$ cat src/hdl/sbg_pkg.sv
// Shared constants, types and register layout of the serial baud rate generator.
package sbg_pkg;

    // ----------------------------------------------------------------
    // Register offsets
    // ----------------------------------------------------------------
    localparam int SBG_ADDR_W = 2;
    localparam logic [SBG_ADDR_W-1:0] SBG_OFF_TXSC = 2'h0;
    localparam logic [SBG_ADDR_W-1:0] SBG_OFF_RXSC = 2'h1;
    localparam logic [SBG_ADDR_W-1:0] SBG_OFF_DIV = 2'h2;

    // ----------------------------------------------------------------
    // Field positions of tx_status_control
    // ----------------------------------------------------------------
    localparam int SBG_TX_CLOCK_SOURCE_SELECT = 7;
    localparam int SBG_TX_TX9 = 6;
    localparam int SBG_TX_TXEN = 5;
    localparam int SBG_TX_SYNC = 4;
    localparam int SBG_TX_HIGH_SPEED_SELECT = 2;
    localparam int SBG_TX_TRMT = 1;
    localparam int SBG_TX_TX9D = 0;

    // ----------------------------------------------------------------
    // Field positions of rx_status_control
    // ----------------------------------------------------------------
    localparam int SBG_RX_PORT_ENABLE_BIT = 7;
    localparam int SBG_RX_RX9 = 6;
    localparam int SBG_RX_SREN = 5;
    localparam int SBG_RX_CREN = 4;
    localparam int SBG_RX_ADDEN = 3;
    localparam int SBG_RX_FERR = 2;
    localparam int SBG_RX_OERR = 1;
    localparam int SBG_RX_RX9D = 0;

    // ----------------------------------------------------------------
    // Writable masks and reset values
    // ----------------------------------------------------------------
    localparam logic [7:0] SBG_TXSC_WMASK = 8'hf5;
    localparam logic [7:0] SBG_RXSC_WMASK = 8'hf8;
    localparam logic [7:0] SBG_TXSC_RST = 8'h00;
    localparam logic [7:0] SBG_RXSC_RST = 8'h00;
    localparam logic [7:0] SBG_DIV_RST = 8'h00;
    localparam logic [2:0] SBG_SAMPLE_RST = 3'h7;

    // ----------------------------------------------------------------
    // Prescale terminal counts: bit rate is timer tick over 64, 16 or 4
    // ----------------------------------------------------------------
    localparam logic [5:0] SBG_PSC_LAST_LO = 6'h3f;
    localparam logic [5:0] SBG_PSC_LAST_HI = 6'h0f;
    localparam logic [5:0] SBG_PSC_LAST_SYNC = 6'h03;

    // ----------------------------------------------------------------
    // Types
    // ----------------------------------------------------------------
    typedef enum logic [4:0] {
        SBG_MODE_OFF = 5'h01,
        SBG_MODE_ASYNC_LO = 5'h02,
        SBG_MODE_ASYNC_HI = 5'h04,
        SBG_MODE_SYNC_M = 5'h08,
        SBG_MODE_SYNC_S = 5'h10
    } sbg_mode_e;

    typedef struct packed {
        logic port_en;
        logic sync_mode;
        logic master;
        logic high_speed;
        logic tx9;
        logic tx_en;
        logic tx9d;
        logic rx9;
        logic single_rx;
        logic cont_rx;
        logic addr_det;
    } sbg_cfg_s;

    typedef struct packed {
        logic framing_err;
        logic overrun_err;
        logic rx9d;
    } sbg_rx_stat_s;

endpackage : sbg_pkg

$ cat src/hdl/sbg_majority.sv
// Receive pin synchroniser with three-sample majority vote.
`timescale 1ns/1ps
`default_nettype none
module sbg_majority
    import sbg_pkg::*;
(
    input wire logic clk, // System clock.
    input wire logic reset, // Asynchronous reset, active high.
    input wire logic pin_in, // Raw receive pin.
    input wire logic sample_en, // Take one sample this cycle.
    output logic level // Voted pin level.
);

    logic sync1_ff;
    logic sync2_ff;
    logic [2:0] samples_ff;
    logic level_ff;
    logic [2:0] nxt_samples;
    logic nxt_level;

    // ----------------------------------------------------------------
    // Synchroniser
    // ----------------------------------------------------------------
    // The pin is asynchronous; only the second stage is read further on.
    always_ff @(posedge clk or posedge reset) begin
        if (reset) begin
            sync1_ff <= 1'b1;
            sync2_ff <= 1'b1;
        end else begin
            sync1_ff <= pin_in;
            sync2_ff <= sync1_ff;
        end
    end

    // ----------------------------------------------------------------
    // Vote
    // ----------------------------------------------------------------
    // three-sample majority
    assign nxt_samples = sample_en ? {samples_ff[1:0], sync2_ff} : samples_ff;
    assign nxt_level = (samples_ff[0] & samples_ff[1]) | (samples_ff[0] & samples_ff[2]) |
        (samples_ff[1] & samples_ff[2]);

    // Idle line is high, so the history starts high to avoid a false start bit.
    always_ff @(posedge clk or posedge reset) begin
        if (reset) begin
            samples_ff <= SBG_SAMPLE_RST;
            level_ff <= 1'b1;
        end else begin
            samples_ff <= nxt_samples;
            level_ff <= nxt_level;
        end
    end

    assign level = level_ff;

    AST_MAJ_VOTE: assert property (@(posedge clk) disable iff (reset)
        (samples_ff == 3'h0) |=> !level_ff) else $error("vote missed a low majority");

endmodule : sbg_majority
`default_nettype wire

$ cat src/hdl/sbg_top.sv
// Baud rate generator, mode decode and receive sampler of the serial port.
//
// Function
// One dedicated 8-bit timer generates the rate for both asynchronous and synchronous modes.
// The timer runs freely with its period set by the software-written divisor.
// In asynchronous mode the high-speed select bit changes the rate as well as the divisor.
// In synchronous mode the high-speed select bit is ignored.
// Bit rate is clock over 64(n+1), 16(n+1) async low/high, or 4(n+1) synchronous.
// The rate formulas apply only as master; a synchronous slave gets no generated ticks.
// Any write to the divisor clears the timer at once.
// Timing derives from the system clock, so software rewrites the divisor after a change.
// The receive pin is sampled three times and a majority vote gives its level.
// Mode select clear means asynchronous, set means synchronous.
// In asynchronous mode the timer output is 16 or 64 times the bit rate.
// In synchronous mode clock source select set means master, clear means slave.
// The timer ticks every n+1 clocks and reloads; a prescaler then divides those ticks.
// With the port enable bit clear the timer is held cleared and no ticks appear.
`timescale 1ns/1ps
`default_nettype none
module sbg_top
    import sbg_pkg::*;
(
    input wire logic clk, // System clock, 250 MHz.
    input wire logic reset, // Asynchronous reset, active high.
    input wire logic [SBG_ADDR_W-1:0] addr, // Register address.
    input wire logic [7:0] wr_data, // Write data.
    input wire logic wr_en, // Write strobe.
    input wire logic rd_en, // Read strobe.
    output logic [7:0] rd_data, // Read data, one cycle after rd_en.
    input wire logic tx_shift_empty, // Transmit shift register is empty.
    input wire sbg_rx_stat_s rx_stat, // Receiver error and ninth bit.
    input wire logic rx_single_done, // Pulse: single receive finished.
    input wire logic serial_receive_pin, // Raw receive pin.
    output logic rx_level, // Voted receive level.
    output logic ovs_tick, // Pulse: timer tick, the oversample clock.
    output logic bit_tick, // Pulse: one bit period elapsed.
    output sbg_cfg_s cfg // Decoded port configuration.
);

    // ----------------------------------------------------------------
    // Declarations
    // ----------------------------------------------------------------
    logic [7:0] txsc_ff;
    logic [7:0] rxsc_ff;
    logic [7:0] div_ff;
    logic [7:0] rd_data_ff;
    logic [7:0] cnt_ff;
    logic [5:0] psc_ff;
    logic ovs_tick_ff;
    logic bit_tick_ff;
    sbg_mode_e mode_ff;
    sbg_cfg_s cfg_ff;

    logic [7:0] nxt_txsc;
    logic [7:0] nxt_rxsc;
    logic [7:0] nxt_div;
    logic [7:0] nxt_rd_data;
    logic [7:0] nxt_cnt;
    logic [5:0] nxt_psc;
    logic nxt_ovs_tick;
    logic nxt_bit_tick;
    sbg_mode_e nxt_mode;
    sbg_cfg_s nxt_cfg;

    logic wr_txsc;
    logic wr_rxsc;
    logic wr_div;
    logic port_en_bit;
    logic mode_select;
    logic high_speed_select;
    logic clock_source_select;
    logic [7:0] txsc_view;
    logic [7:0] rxsc_view;
    logic timer_run;
    logic timer_wrap;
    logic [5:0] psc_last;
    logic psc_wrap;
    logic sren_clr;

    // ----------------------------------------------------------------
    // Register decode
    // ----------------------------------------------------------------
    // Writes to the spare offset are dropped; reads of it return zero.
    assign wr_txsc = wr_en && (addr == SBG_OFF_TXSC);
    assign wr_rxsc = wr_en && (addr == SBG_OFF_RXSC);
    assign wr_div = wr_en && (addr == SBG_OFF_DIV);

    assign port_en_bit = rxsc_ff[SBG_RX_PORT_ENABLE_BIT];
    assign mode_select = txsc_ff[SBG_TX_SYNC];
    assign high_speed_select = txsc_ff[SBG_TX_HIGH_SPEED_SELECT];
    assign clock_source_select = txsc_ff[SBG_TX_CLOCK_SOURCE_SELECT];

    // Status bits from the shift logic are merged in on the read path only.
    assign txsc_view = (txsc_ff & SBG_TXSC_WMASK) | {6'h00, tx_shift_empty, 1'b0};
    assign rxsc_view = (rxsc_ff & SBG_RXSC_WMASK) |
        {5'h00, rx_stat.framing_err, rx_stat.overrun_err, rx_stat.rx9d};

    assign nxt_rd_data = !rd_en ? 8'h00 :
        (addr == SBG_OFF_TXSC) ? txsc_view :
        (addr == SBG_OFF_RXSC) ? rxsc_view :
        (addr == SBG_OFF_DIV) ? div_ff : 8'h00;

    // ----------------------------------------------------------------
    // Register next values
    // ----------------------------------------------------------------
    assign nxt_txsc = wr_txsc ? (wr_data & SBG_TXSC_WMASK) : txsc_ff;
    // The receiver clears single receive when done; a software write in
    // the same cycle wins so a fresh request is never lost.
    assign sren_clr = rx_single_done && !wr_rxsc;
    assign nxt_rxsc = wr_rxsc ? (wr_data & SBG_RXSC_WMASK) :
        (sren_clr ? (rxsc_ff & ~(8'h01 << SBG_RX_SREN)) : rxsc_ff);
    assign nxt_div = wr_div ? wr_data : div_ff;

    // Registers, divisor and read data.
    always_ff @(posedge clk or posedge reset) begin
        if (reset) begin
            txsc_ff <= SBG_TXSC_RST;
            rxsc_ff <= SBG_RXSC_RST;
            div_ff <= SBG_DIV_RST;
            rd_data_ff <= 8'h00;
        end else begin
            txsc_ff <= nxt_txsc;
            rxsc_ff <= nxt_rxsc;
            div_ff <= nxt_div;
            rd_data_ff <= nxt_rd_data;
        end
    end

    // ----------------------------------------------------------------
    // Mode decode
    // ----------------------------------------------------------------
    // async or sync
    // master or slave
    always_comb begin
        if (!port_en_bit) begin
            nxt_mode = SBG_MODE_OFF;
        end else if (!mode_select) begin
            nxt_mode = high_speed_select ? SBG_MODE_ASYNC_HI : SBG_MODE_ASYNC_LO;
        end else if (clock_source_select) begin
            nxt_mode = SBG_MODE_SYNC_M;
        end else begin
            nxt_mode = SBG_MODE_SYNC_S;
        end
    end

    // speed select prescale
    // sync ignores speed
    // oversample ratio
    always_comb begin
        case (mode_ff)
            SBG_MODE_ASYNC_LO: begin
                psc_last = SBG_PSC_LAST_LO;
            end
            SBG_MODE_ASYNC_HI: begin
                psc_last = SBG_PSC_LAST_HI;
            end
            SBG_MODE_SYNC_M: begin
                psc_last = SBG_PSC_LAST_SYNC;
            end
            default: begin
                psc_last = SBG_PSC_LAST_SYNC;
            end
        endcase
    end

    // slave takes no ticks
    // disabled port holds timer
    assign timer_run = (mode_ff == SBG_MODE_ASYNC_LO) || (mode_ff == SBG_MODE_ASYNC_HI) ||
        (mode_ff == SBG_MODE_SYNC_M);

    // ----------------------------------------------------------------
    // Baud timer
    // ----------------------------------------------------------------
    // shared 8-bit timer
    // free-running period
    // counts system clocks
    // wrap every n+1
    assign timer_wrap = timer_run && (cnt_ff == div_ff);
    assign psc_wrap = timer_wrap && (psc_ff >= psc_last);

    // write clears timer
    // A mode change also restarts the count so the first bit is never short.
    assign nxt_cnt = (wr_div || !timer_run || (nxt_mode != mode_ff)) ? 8'h00 :
        (timer_wrap ? 8'h00 : cnt_ff + 8'h01);
    assign nxt_psc = (wr_div || !timer_run || (nxt_mode != mode_ff)) ? 6'h00 :
        (psc_wrap ? 6'h00 : (timer_wrap ? psc_ff + 6'h01 : psc_ff));

    // rate formulas
    assign nxt_ovs_tick = timer_wrap && !wr_div;
    assign nxt_bit_tick = psc_wrap && !wr_div;

    // Timer, prescaler and tick flops.
    always_ff @(posedge clk or posedge reset) begin
        if (reset) begin
            mode_ff <= SBG_MODE_OFF;
            cnt_ff <= 8'h00;
            psc_ff <= 6'h00;
            ovs_tick_ff <= 1'b0;
            bit_tick_ff <= 1'b0;
        end else begin
            mode_ff <= nxt_mode;
            cnt_ff <= nxt_cnt;
            psc_ff <= nxt_psc;
            ovs_tick_ff <= nxt_ovs_tick;
            bit_tick_ff <= nxt_bit_tick;
        end
    end

    // ----------------------------------------------------------------
    // Configuration out
    // ----------------------------------------------------------------
    // Downstream shift logic sees a registered copy; this costs one cycle of
    // latency after a register write but keeps its timing paths short.
    assign nxt_cfg = '{
        port_en: port_en_bit,
        sync_mode: mode_select,
        master: clock_source_select,
        high_speed: high_speed_select,
        tx9: txsc_ff[SBG_TX_TX9],
        tx_en: txsc_ff[SBG_TX_TXEN],
        tx9d: txsc_ff[SBG_TX_TX9D],
        rx9: rxsc_ff[SBG_RX_RX9],
        single_rx: rxsc_ff[SBG_RX_SREN],
        cont_rx: rxsc_ff[SBG_RX_CREN],
        addr_det: rxsc_ff[SBG_RX_ADDEN]
    };

    always_ff @(posedge clk or posedge reset) begin
        if (reset) begin
            cfg_ff <= '0;
        end else begin
            cfg_ff <= nxt_cfg;
        end
    end

    // ----------------------------------------------------------------
    // Receive sampler
    // ----------------------------------------------------------------
    // sample on oversample ticks
    sbg_majority u_majority (
        .clk(clk),
        .reset(reset),
        .pin_in(serial_receive_pin),
        .sample_en(ovs_tick_ff),
        .level(rx_level)
    );

    assign rd_data = rd_data_ff;
    assign ovs_tick = ovs_tick_ff;
    assign bit_tick = bit_tick_ff;
    assign cfg = cfg_ff;

    // ----------------------------------------------------------------
    // Checks
    // ----------------------------------------------------------------
    AST_TIMER_BOUND: assert property (@(posedge clk) disable iff (reset)
        (!$past(wr_div) && timer_run) |-> (cnt_ff <= div_ff))
        else $error("timer ran past the divisor");

    AST_FREE_RUN: assert property (@(posedge clk) disable iff (reset)
        (timer_run && !wr_div && cnt_ff < div_ff && nxt_mode == mode_ff)
        |=> (cnt_ff == $past(cnt_ff) + 8'h01))
        else $error("timer failed to advance");

    AST_DIV_CLEAR: assert property (@(posedge clk) disable iff (reset)
        wr_div |=> (cnt_ff == 8'h00 && psc_ff == 6'h00 && !ovs_tick_ff))
        else $error("divisor write did not clear the timer");

    AST_TICK_PERIOD: assert property (@(posedge clk) disable iff (reset)
        (timer_wrap && !wr_div && div_ff == 8'h02 && nxt_mode == mode_ff &&
        !$past(wr_div)) ##1 (!wr_div && nxt_mode == mode_ff) [*3] |=> ovs_tick_ff)
        else $error("tick period is not n+1");

    AST_BIT_DIV: assert property (@(posedge clk) disable iff (reset)
        bit_tick_ff |-> (ovs_tick_ff && $past(psc_ff) == $past(psc_last)))
        else $error("bit tick off the prescale count");

    AST_HS_SYNC: assert property (@(posedge clk) disable iff (reset)
        (mode_ff == SBG_MODE_SYNC_M) |-> (psc_ff <= SBG_PSC_LAST_SYNC))
        else $error("sync prescale uses the speed bit");

    AST_HS_ASYNC: assert property (@(posedge clk) disable iff (reset)
        (mode_ff == SBG_MODE_ASYNC_HI) |-> (psc_ff <= SBG_PSC_LAST_HI))
        else $error("high speed prescale too long");

    AST_SLAVE_QUIET: assert property (@(posedge clk) disable iff (reset)
        (mode_ff == SBG_MODE_SYNC_S) [*2] |-> (!ovs_tick_ff && !bit_tick_ff))
        else $error("slave mode produced ticks");

    AST_OFF_HOLD: assert property (@(posedge clk) disable iff (reset)
        !port_en_bit [*3] |-> (cnt_ff == 8'h00 && !ovs_tick_ff))
        else $error("disabled port kept counting");

    AST_MODE_DEC: assert property (@(posedge clk) disable iff (reset)
        (port_en_bit && mode_select && !clock_source_select)
        |=> (mode_ff == SBG_MODE_SYNC_S))
        else $error("slave mode not decoded");

    AST_ASYNC_DEC: assert property (@(posedge clk) disable iff (reset)
        (port_en_bit && !mode_select && !high_speed_select)
        |=> (mode_ff == SBG_MODE_ASYNC_LO))
        else $error("async low mode not decoded");

    // Decode, load and prescale checks; a mode change never leaves a stale count.
    AST_HS_DEC: assert property (@(posedge clk) disable iff (reset)
        (port_en_bit && !mode_select && high_speed_select) |=> (mode_ff == SBG_MODE_ASYNC_HI))
        else $error("async high mode not decoded");

    AST_SYNC_M_DEC: assert property (@(posedge clk) disable iff (reset)
        (port_en_bit && mode_select && clock_source_select) |=> (mode_ff == SBG_MODE_SYNC_M))
        else $error("sync master mode not decoded");

    AST_HS_IGNORED: assert property (@(posedge clk) disable iff (reset)
        (bit_tick_ff && $past(mode_ff) == SBG_MODE_SYNC_M)
        |-> ($past(psc_ff) == SBG_PSC_LAST_SYNC))
        else $error("sync bit period depends on the speed bit");

    AST_HI_BIT: assert property (@(posedge clk) disable iff (reset)
        (bit_tick_ff && $past(mode_ff) == SBG_MODE_ASYNC_HI)
        |-> ($past(psc_ff) == SBG_PSC_LAST_HI))
        else $error("high speed bit period is not sixteen ticks");

    AST_LO_BIT: assert property (@(posedge clk) disable iff (reset)
        (bit_tick_ff && $past(mode_ff) == SBG_MODE_ASYNC_LO)
        |-> ($past(psc_ff) == SBG_PSC_LAST_LO))
        else $error("low speed bit period is not sixty-four ticks");

    AST_OFF_DEC: assert property (@(posedge clk) disable iff (reset)
        !port_en_bit |=> (mode_ff == SBG_MODE_OFF && psc_ff == 6'h00))
        else $error("disabled port not held off");

    AST_SLAVE_HOLD: assert property (@(posedge clk) disable iff (reset)
        (mode_ff == SBG_MODE_SYNC_S) |=> (cnt_ff == 8'h00 && psc_ff == 6'h00))
        else $error("slave mode let the timer run");

    AST_TICK_GAP: assert property (@(posedge clk) disable iff (reset)
        (ovs_tick_ff && div_ff != 8'h00) |=> !ovs_tick_ff)
        else $error("ticks closer than the divisor allows");

    AST_WRAP_RELOAD: assert property (@(posedge clk) disable iff (reset)
        timer_wrap |=> (cnt_ff == 8'h00))
        else $error("timer did not reload at wrap");

    AST_TICK_SRC: assert property (@(posedge clk) disable iff (reset)
        ovs_tick_ff |-> $past(timer_wrap))
        else $error("tick without a timer wrap");

    AST_DIV_LOAD: assert property (@(posedge clk) disable iff (reset)
        wr_div |=> (div_ff == $past(wr_data)))
        else $error("divisor write not stored");

    AST_DIV_READ: assert property (@(posedge clk) disable iff (reset)
        (rd_en && addr == SBG_OFF_DIV) |=> (rd_data_ff == $past(div_ff)))
        else $error("divisor read back wrong");

endmodule : sbg_top
`default_nettype wire

$ cat config.mk
export PLATFORM = sky130hd
export DESIGN_NAME = sbg_top
export DESIGN_NICKNAME = d
export VERILOG_FILES = /design/src/hdl/sbg_pkg.sv /design/src/hdl/sbg_majority.sv /design/src/hdl/sbg_top.sv
export SDC_FILE = /design/constraint.sdc
export NUM_CORES = 1
export LEC_CHECK = 0
export BUFFER_PORTS_ARGS = -buffer_cell sky130_fd_sc_hd__buf_2
export CORE_ASPECT_RATIO = 0.75
export CORE_MARGIN = 8
export CORE_UTILIZATION = 55
export CTS_CLUSTER_SIZE = 16
export DETAILED_ROUTE_END_ITERATION = 7
export PLACE_DENSITY = 0.85
export SLEW_MARGIN = 30
export SYNTH_ARGS = -nofsm -noshare
export SYNTH_HDL_FRONTEND = slang
export SYNTH_HIERARCHICAL = 1
export SYNTH_SLANG_ARGS = --single-unit
$ cat constraint.sdc
create_clock -name clk -period 4 [get_ports clk]
set_clock_uncertainty 0.05 [all_clocks]
set_input_delay 0.8 -clock clk [delete_from_list [all_inputs] [get_ports clk]]
set_output_delay 0.8 -clock clk [all_outputs]
set_load 0.02 [all_outputs]
==> impl_metrics.sql <==
INSERT INTO impl_metrics (metric_group, metric, value, unit) VALUES
('setup_path', 'standard_cell_with_the_maximum_stage_delay_on_the_critical_path', 'sky130_fd_sc_hd__dfrtp_1', ''),
('route', 'detailed_route_vias_per_instance', '5.52', ''),
('final_layout', 'syn_to_final_growth', '15.7', '%'),
('power_and_ir_drop', 'powerDensity', '475', 'nW/um^2'),
('clock_network', 'cts_buffers', '9', ''),
('final_layout', 'utilization_of_the_core_after_routing', '0.665', ''),
('logic_synthesis', 'synth.most_common_cell', 'sky130_fd_sc_hd__dfrtp_1', ''),
('route', 'post_drt_wl_per_cell', '16.5', 'um'),
('sta', 'finalCritPeriodShare', '0.556', ''),
('setup_path', 'cp-end-kind', 'flop', ''),
('power_and_ir_drop', 'power_frac_seq', '0.507', ''),
('final_layout', 'post_layout_nonfiller_instances', '349', ''),
('setup_path', 'worstPathArrival', '2.44', 'ns'),
('logic_synthesis', 'synth.top_cells.by_area', 'sky130_fd_sc_hd__dfrtp_1 (51%), sky130_fd_sc_hd__dfstp_2 (6.5%), sky130_fd_sc_hd__xor2_1 (4.9%), sky130_fd_sc_hd__mux2_2 (4.7%), sky130_fd_sc_hd__mux2_1 (3.2%)', ''),
('clock_network', 'post-cts-setup-buffer-count', '0', ''),
('clock_network', 'cts_tree', 'done', ''),
('clock_network', 'clockRootBuffer', 'sky130_fd_sc_hd__clkbuf_8', ''),
('sta', 'fmax', '449', 'MHz'),
('sta', 'grt_setup_unrepaired', 'false', ''),
('global_route', 'global_route_wire_length_before_repair', '9.78', 'mm'),
('logic_synthesis', 'synth_seq_cells', '65', ''),
('power_and_ir_drop', 'report.power.total', '1.56', 'mW'),
('power_and_ir_drop', 'share_comb_of_total_power', '0.148', ''),
('setup_path', 'worst_ep_required_time', '4.22', 'ns'),
('logic_synthesis', 'async_flop_share', '1.00', ''),
('final_layout', 'layout.nets', '310', ''),
('setup_path', 'timing.critical_path.fanout_max', '9', ''),
('logic_synthesis', 'synth_largest_type_area_fraction', '0.509', ''),
('power_and_ir_drop', 'power_report.internal_total', '1.11', 'mW'),
('floorplan', 'floorplan.io_pins', '42', ''),
('setup_path', 'critPathKind', 'flop to flop', ''),
('route', 'drtPass1Iterations', '4', ''),
('power_and_ir_drop', 'leakage_power_summed_over_all_cells', '1.56', 'nW'),
('floorplan', 'fp.coreArea', '4950', 'um^2'),
('clock_network', 'cts-hold-fix-buffers', '0', ''),
('global_route', 'grt-ovfl-total', '0', ''),
('clock_network', 'clkSlewWorstSetupHoldPaths', '0.08', 'ns'),
('setup_path', 'crit_chain', 'nor3_1, nand3b_1, ha_1, a21oi_1, nand2_1, nor2_2, nand3b_1, a31oi_1', ''),
('logic_synthesis', 'cell_variety_after_synth', '39', ''),
('logic_synthesis', 'syn_area_per_cell', '12.0', 'um^2'),
('final_layout', 'share_of_layout_cells_above_drive_strength_1', '0.294', ''),
('route', 'detail_route.drc_violations', '0', ''),
('logic_synthesis', 'synth_top_flop_cell', 'sky130_fd_sc_hd__dfrtp_1', ''),
('sta', 'period_needed', '2.23', 'ns'),
('final_layout', 'antenna_cells', '0', ''),
('sta', 'timing_worst_slew_pin_value', '0.710', 'ns'),
('floorplan', 'die_area', '7760', 'um^2'),
('route', 'drt_wl_total', '5.77', 'mm'),
('setup_path', 'cpMostUsedCell', 'sky130_fd_sc_hd__nand3b_1', ''),
('route', 'detailedRoute.firstIterationViolations', '87', ''),
('setup_path', 'gate_family_responsible_for_the_most_delay_along_the_worst_path', 'simple AND/OR/NAND/NOR gates', ''),
('logic_synthesis', 'synth.net_count', '263', ''),
('placed_design', 'place.gp.congestion', '0.881', ''),
('sta', 'report.final.hold_viol_count', '0', ''),
('global_route', 'antenna_found_initial', '0', ''),
('placed_design', 'place.port_buffers', '41', ''),
('power_and_ir_drop', 'net-switching-power', '450', 'uW'),
('logic_synthesis', 'sequential_to_total_area_share_from_yosys_stat', '0.574', ''),
('clock_network', 'clk-insertion-delay-late', '0.35', 'ns'),
('floorplan', 'die_x', '99.1', 'um'),
('clock_network', 'max-clock-path-buffers', '2', ''),
('logic_synthesis', 'synth_area_leader_cell', 'sky130_fd_sc_hd__dfrtp_1', ''),
('status', 'outcome', 'complete, no violations', ''),
('global_route', 'via_count_of_the_first_global_routing_pass', '1967', ''),
('setup_path', 'crit_path_start_kind', 'flop', ''),
('clock_network', 'postCtsResizedCells', '0', ''),
('floorplan', 'die_h', '78.3', 'um'),
('setup_path', 'worst-path-buf-inv', '0', ''),
('route', 'vias', '1925', ''),
('logic_synthesis', 'yosys_warnings', '6', ''),
('sta', 'slew_headroom', '0.526', '');
## kinds of logic (layout without fill, tap and decap cells)
kind of cell,count (synthesis),in the layout,share of synthesized area
AOI/OAI and AO/OA,28,28,0.0580
xor gates and xnor gates,17,17,0.0523
adders and majority gates,7,7,0.0303
buffers and inverters,11,63,0.0193
DFF,65,65,0.574
muxes,27,27,0.104
and+or+nand+nor,82,82,0.162
## worst reg2reg max path, cell delays in order (launching register included)
cell                       delay (ns)
sky130_fd_sc_hd__dfrtp_1         0.43
sky130_fd_sc_hd__nor3_1          0.25
sky130_fd_sc_hd__nand3b_1        0.16
sky130_fd_sc_hd__ha_1            0.34
sky130_fd_sc_hd__a21oi_1         0.13
sky130_fd_sc_hd__nand2_1         0.12
sky130_fd_sc_hd__nor2_2          0.36
sky130_fd_sc_hd__nand3b_1        0.14
sky130_fd_sc_hd__a31oi_1         0.18
## registers in the layout (all words and copies together) (netlist names)
signal	count
ovs_tick	1
cfg	11
u_majority/sync1_ff	1
rd_data	8
mode_ff	5
psc_ff	6
div_ff	8
txsc_ff	6
cnt_ff	8
bit_tick	1
rxsc_ff	5
u_majority/level	1
u_majority/samples_ff	3
u_majority/sync2_ff	1
## stage by stage
stage,area (um^2),setup slack [ns],hold slack (ns)
2_1_floorplan,2850,1.70,0.295
3_3_place_gp,3100,1.72,0.302
3_5_place_dp,3100,1.58,0.300
4_1_cts,3300,1.82,0.314
5_1_grt,3300,1.53,0.315
6_report,3300,1.77,0.313
## path summary, 6_finish.rpt
kind	slack (ns)	endpoint	start	cells past startpoint
min in group asynchronous	0.50	mode_ff[1]$_DFF_PP0_	reset	2
setup reg to reg	1.77	psc_ff[4]$_DFFE_PP0P_	mode_ff[3]$_DFF_PP0_	8
hold / removal	0.31	u_majority/sync2_ff$_DFF_PP1_	u_majority/sync1_ff$_DFF_PP1_	0
hold reg to reg	0.31	u_majority/sync2_ff$_DFF_PP1_	u_majority/sync1_ff$_DFF_PP1_	0
max in group asynchronous	2.73	rd_data[5]$_DFF_PP0_	reset	3
setup / recovery	1.77	psc_ff[4]$_DFFE_PP0P_	mode_ff[3]$_DFF_PP0_	8
## final cells by class
cell class                 count  area (um^2)
fill                         389         1660
sequential                    65         1640
multi-input combinational    161         1160
timing repair buffer          42          213
clock buffer                   9          124
tap                           60         75.1
clock inverter                 7         71.3
inverter                       5         20.0
## metal layers
| layer | up-vias | global-route usage | wire length, um |
|---|---|---|---|
| li1 | 920 | - | - |
| met1 | 947 | 0.208 | 2790 |
| met2 | 46 | 0.238 | 2560 |
| met3 | 12 | 0.0678 | 343 |
| met4 | 0 | 0.0497 | 75 |
| met5 | - | 0 | 0 |
## power by group through the flow
stage	sequential (mW)	combinational, mW	clock (mW)
detailed placement	0.802	0.231	0
global placement	0.800	0.225	0
global route	0.802	0.255	0.578
CTS	0.792	0.234	0.548
floorplan	0.818	0.133	0
finish	0.793	0.231	0.540
## placed cells by master, fill, tap and decap left out, types with 2 or more instances in the layout
cell type,synthesis,layout
sky130_fd_sc_hd__dfrtp_1,58,58
sky130_fd_sc_hd__buf_2,5,41
sky130_fd_sc_hd__nand2_1,18,18
sky130_fd_sc_hd__xor2_1,16,16
sky130_fd_sc_hd__nor2_1,14,14
sky130_fd_sc_hd__nand3_1,13,13
sky130_fd_sc_hd__mux2_2,12,12
sky130_fd_sc_hd__o21ai_0,9,9
sky130_fd_sc_hd__nand3b_1,9,9
sky130_fd_sc_hd__clkbuf_8,0,9
sky130_fd_sc_hd__a21oi_1,8,8
sky130_fd_sc_hd__mux2_1,8,8
sky130_fd_sc_hd__mux2i_1,7,7
sky130_fd_sc_hd__and2_1,7,7
sky130_fd_sc_hd__dfstp_2,7,7
sky130_fd_sc_hd__ha_1,6,6
sky130_fd_sc_hd__and3_1,4,4
sky130_fd_sc_hd__inv_1,5,4
sky130_fd_sc_hd__o21ai_1,3,3
sky130_fd_sc_hd__nor3_1,3,3
sky130_fd_sc_hd__nor2b_1,3,3
sky130_fd_sc_hd__clkinv_2,0,3
sky130_fd_sc_hd__clkinvlp_4,0,3
sky130_fd_sc_hd__nor4_2,2,2
sky130_fd_sc_hd__nor3b_1,2,2
sky130_fd_sc_hd__a31oi_1,2,2
Power figures use the tool's default switching activity.
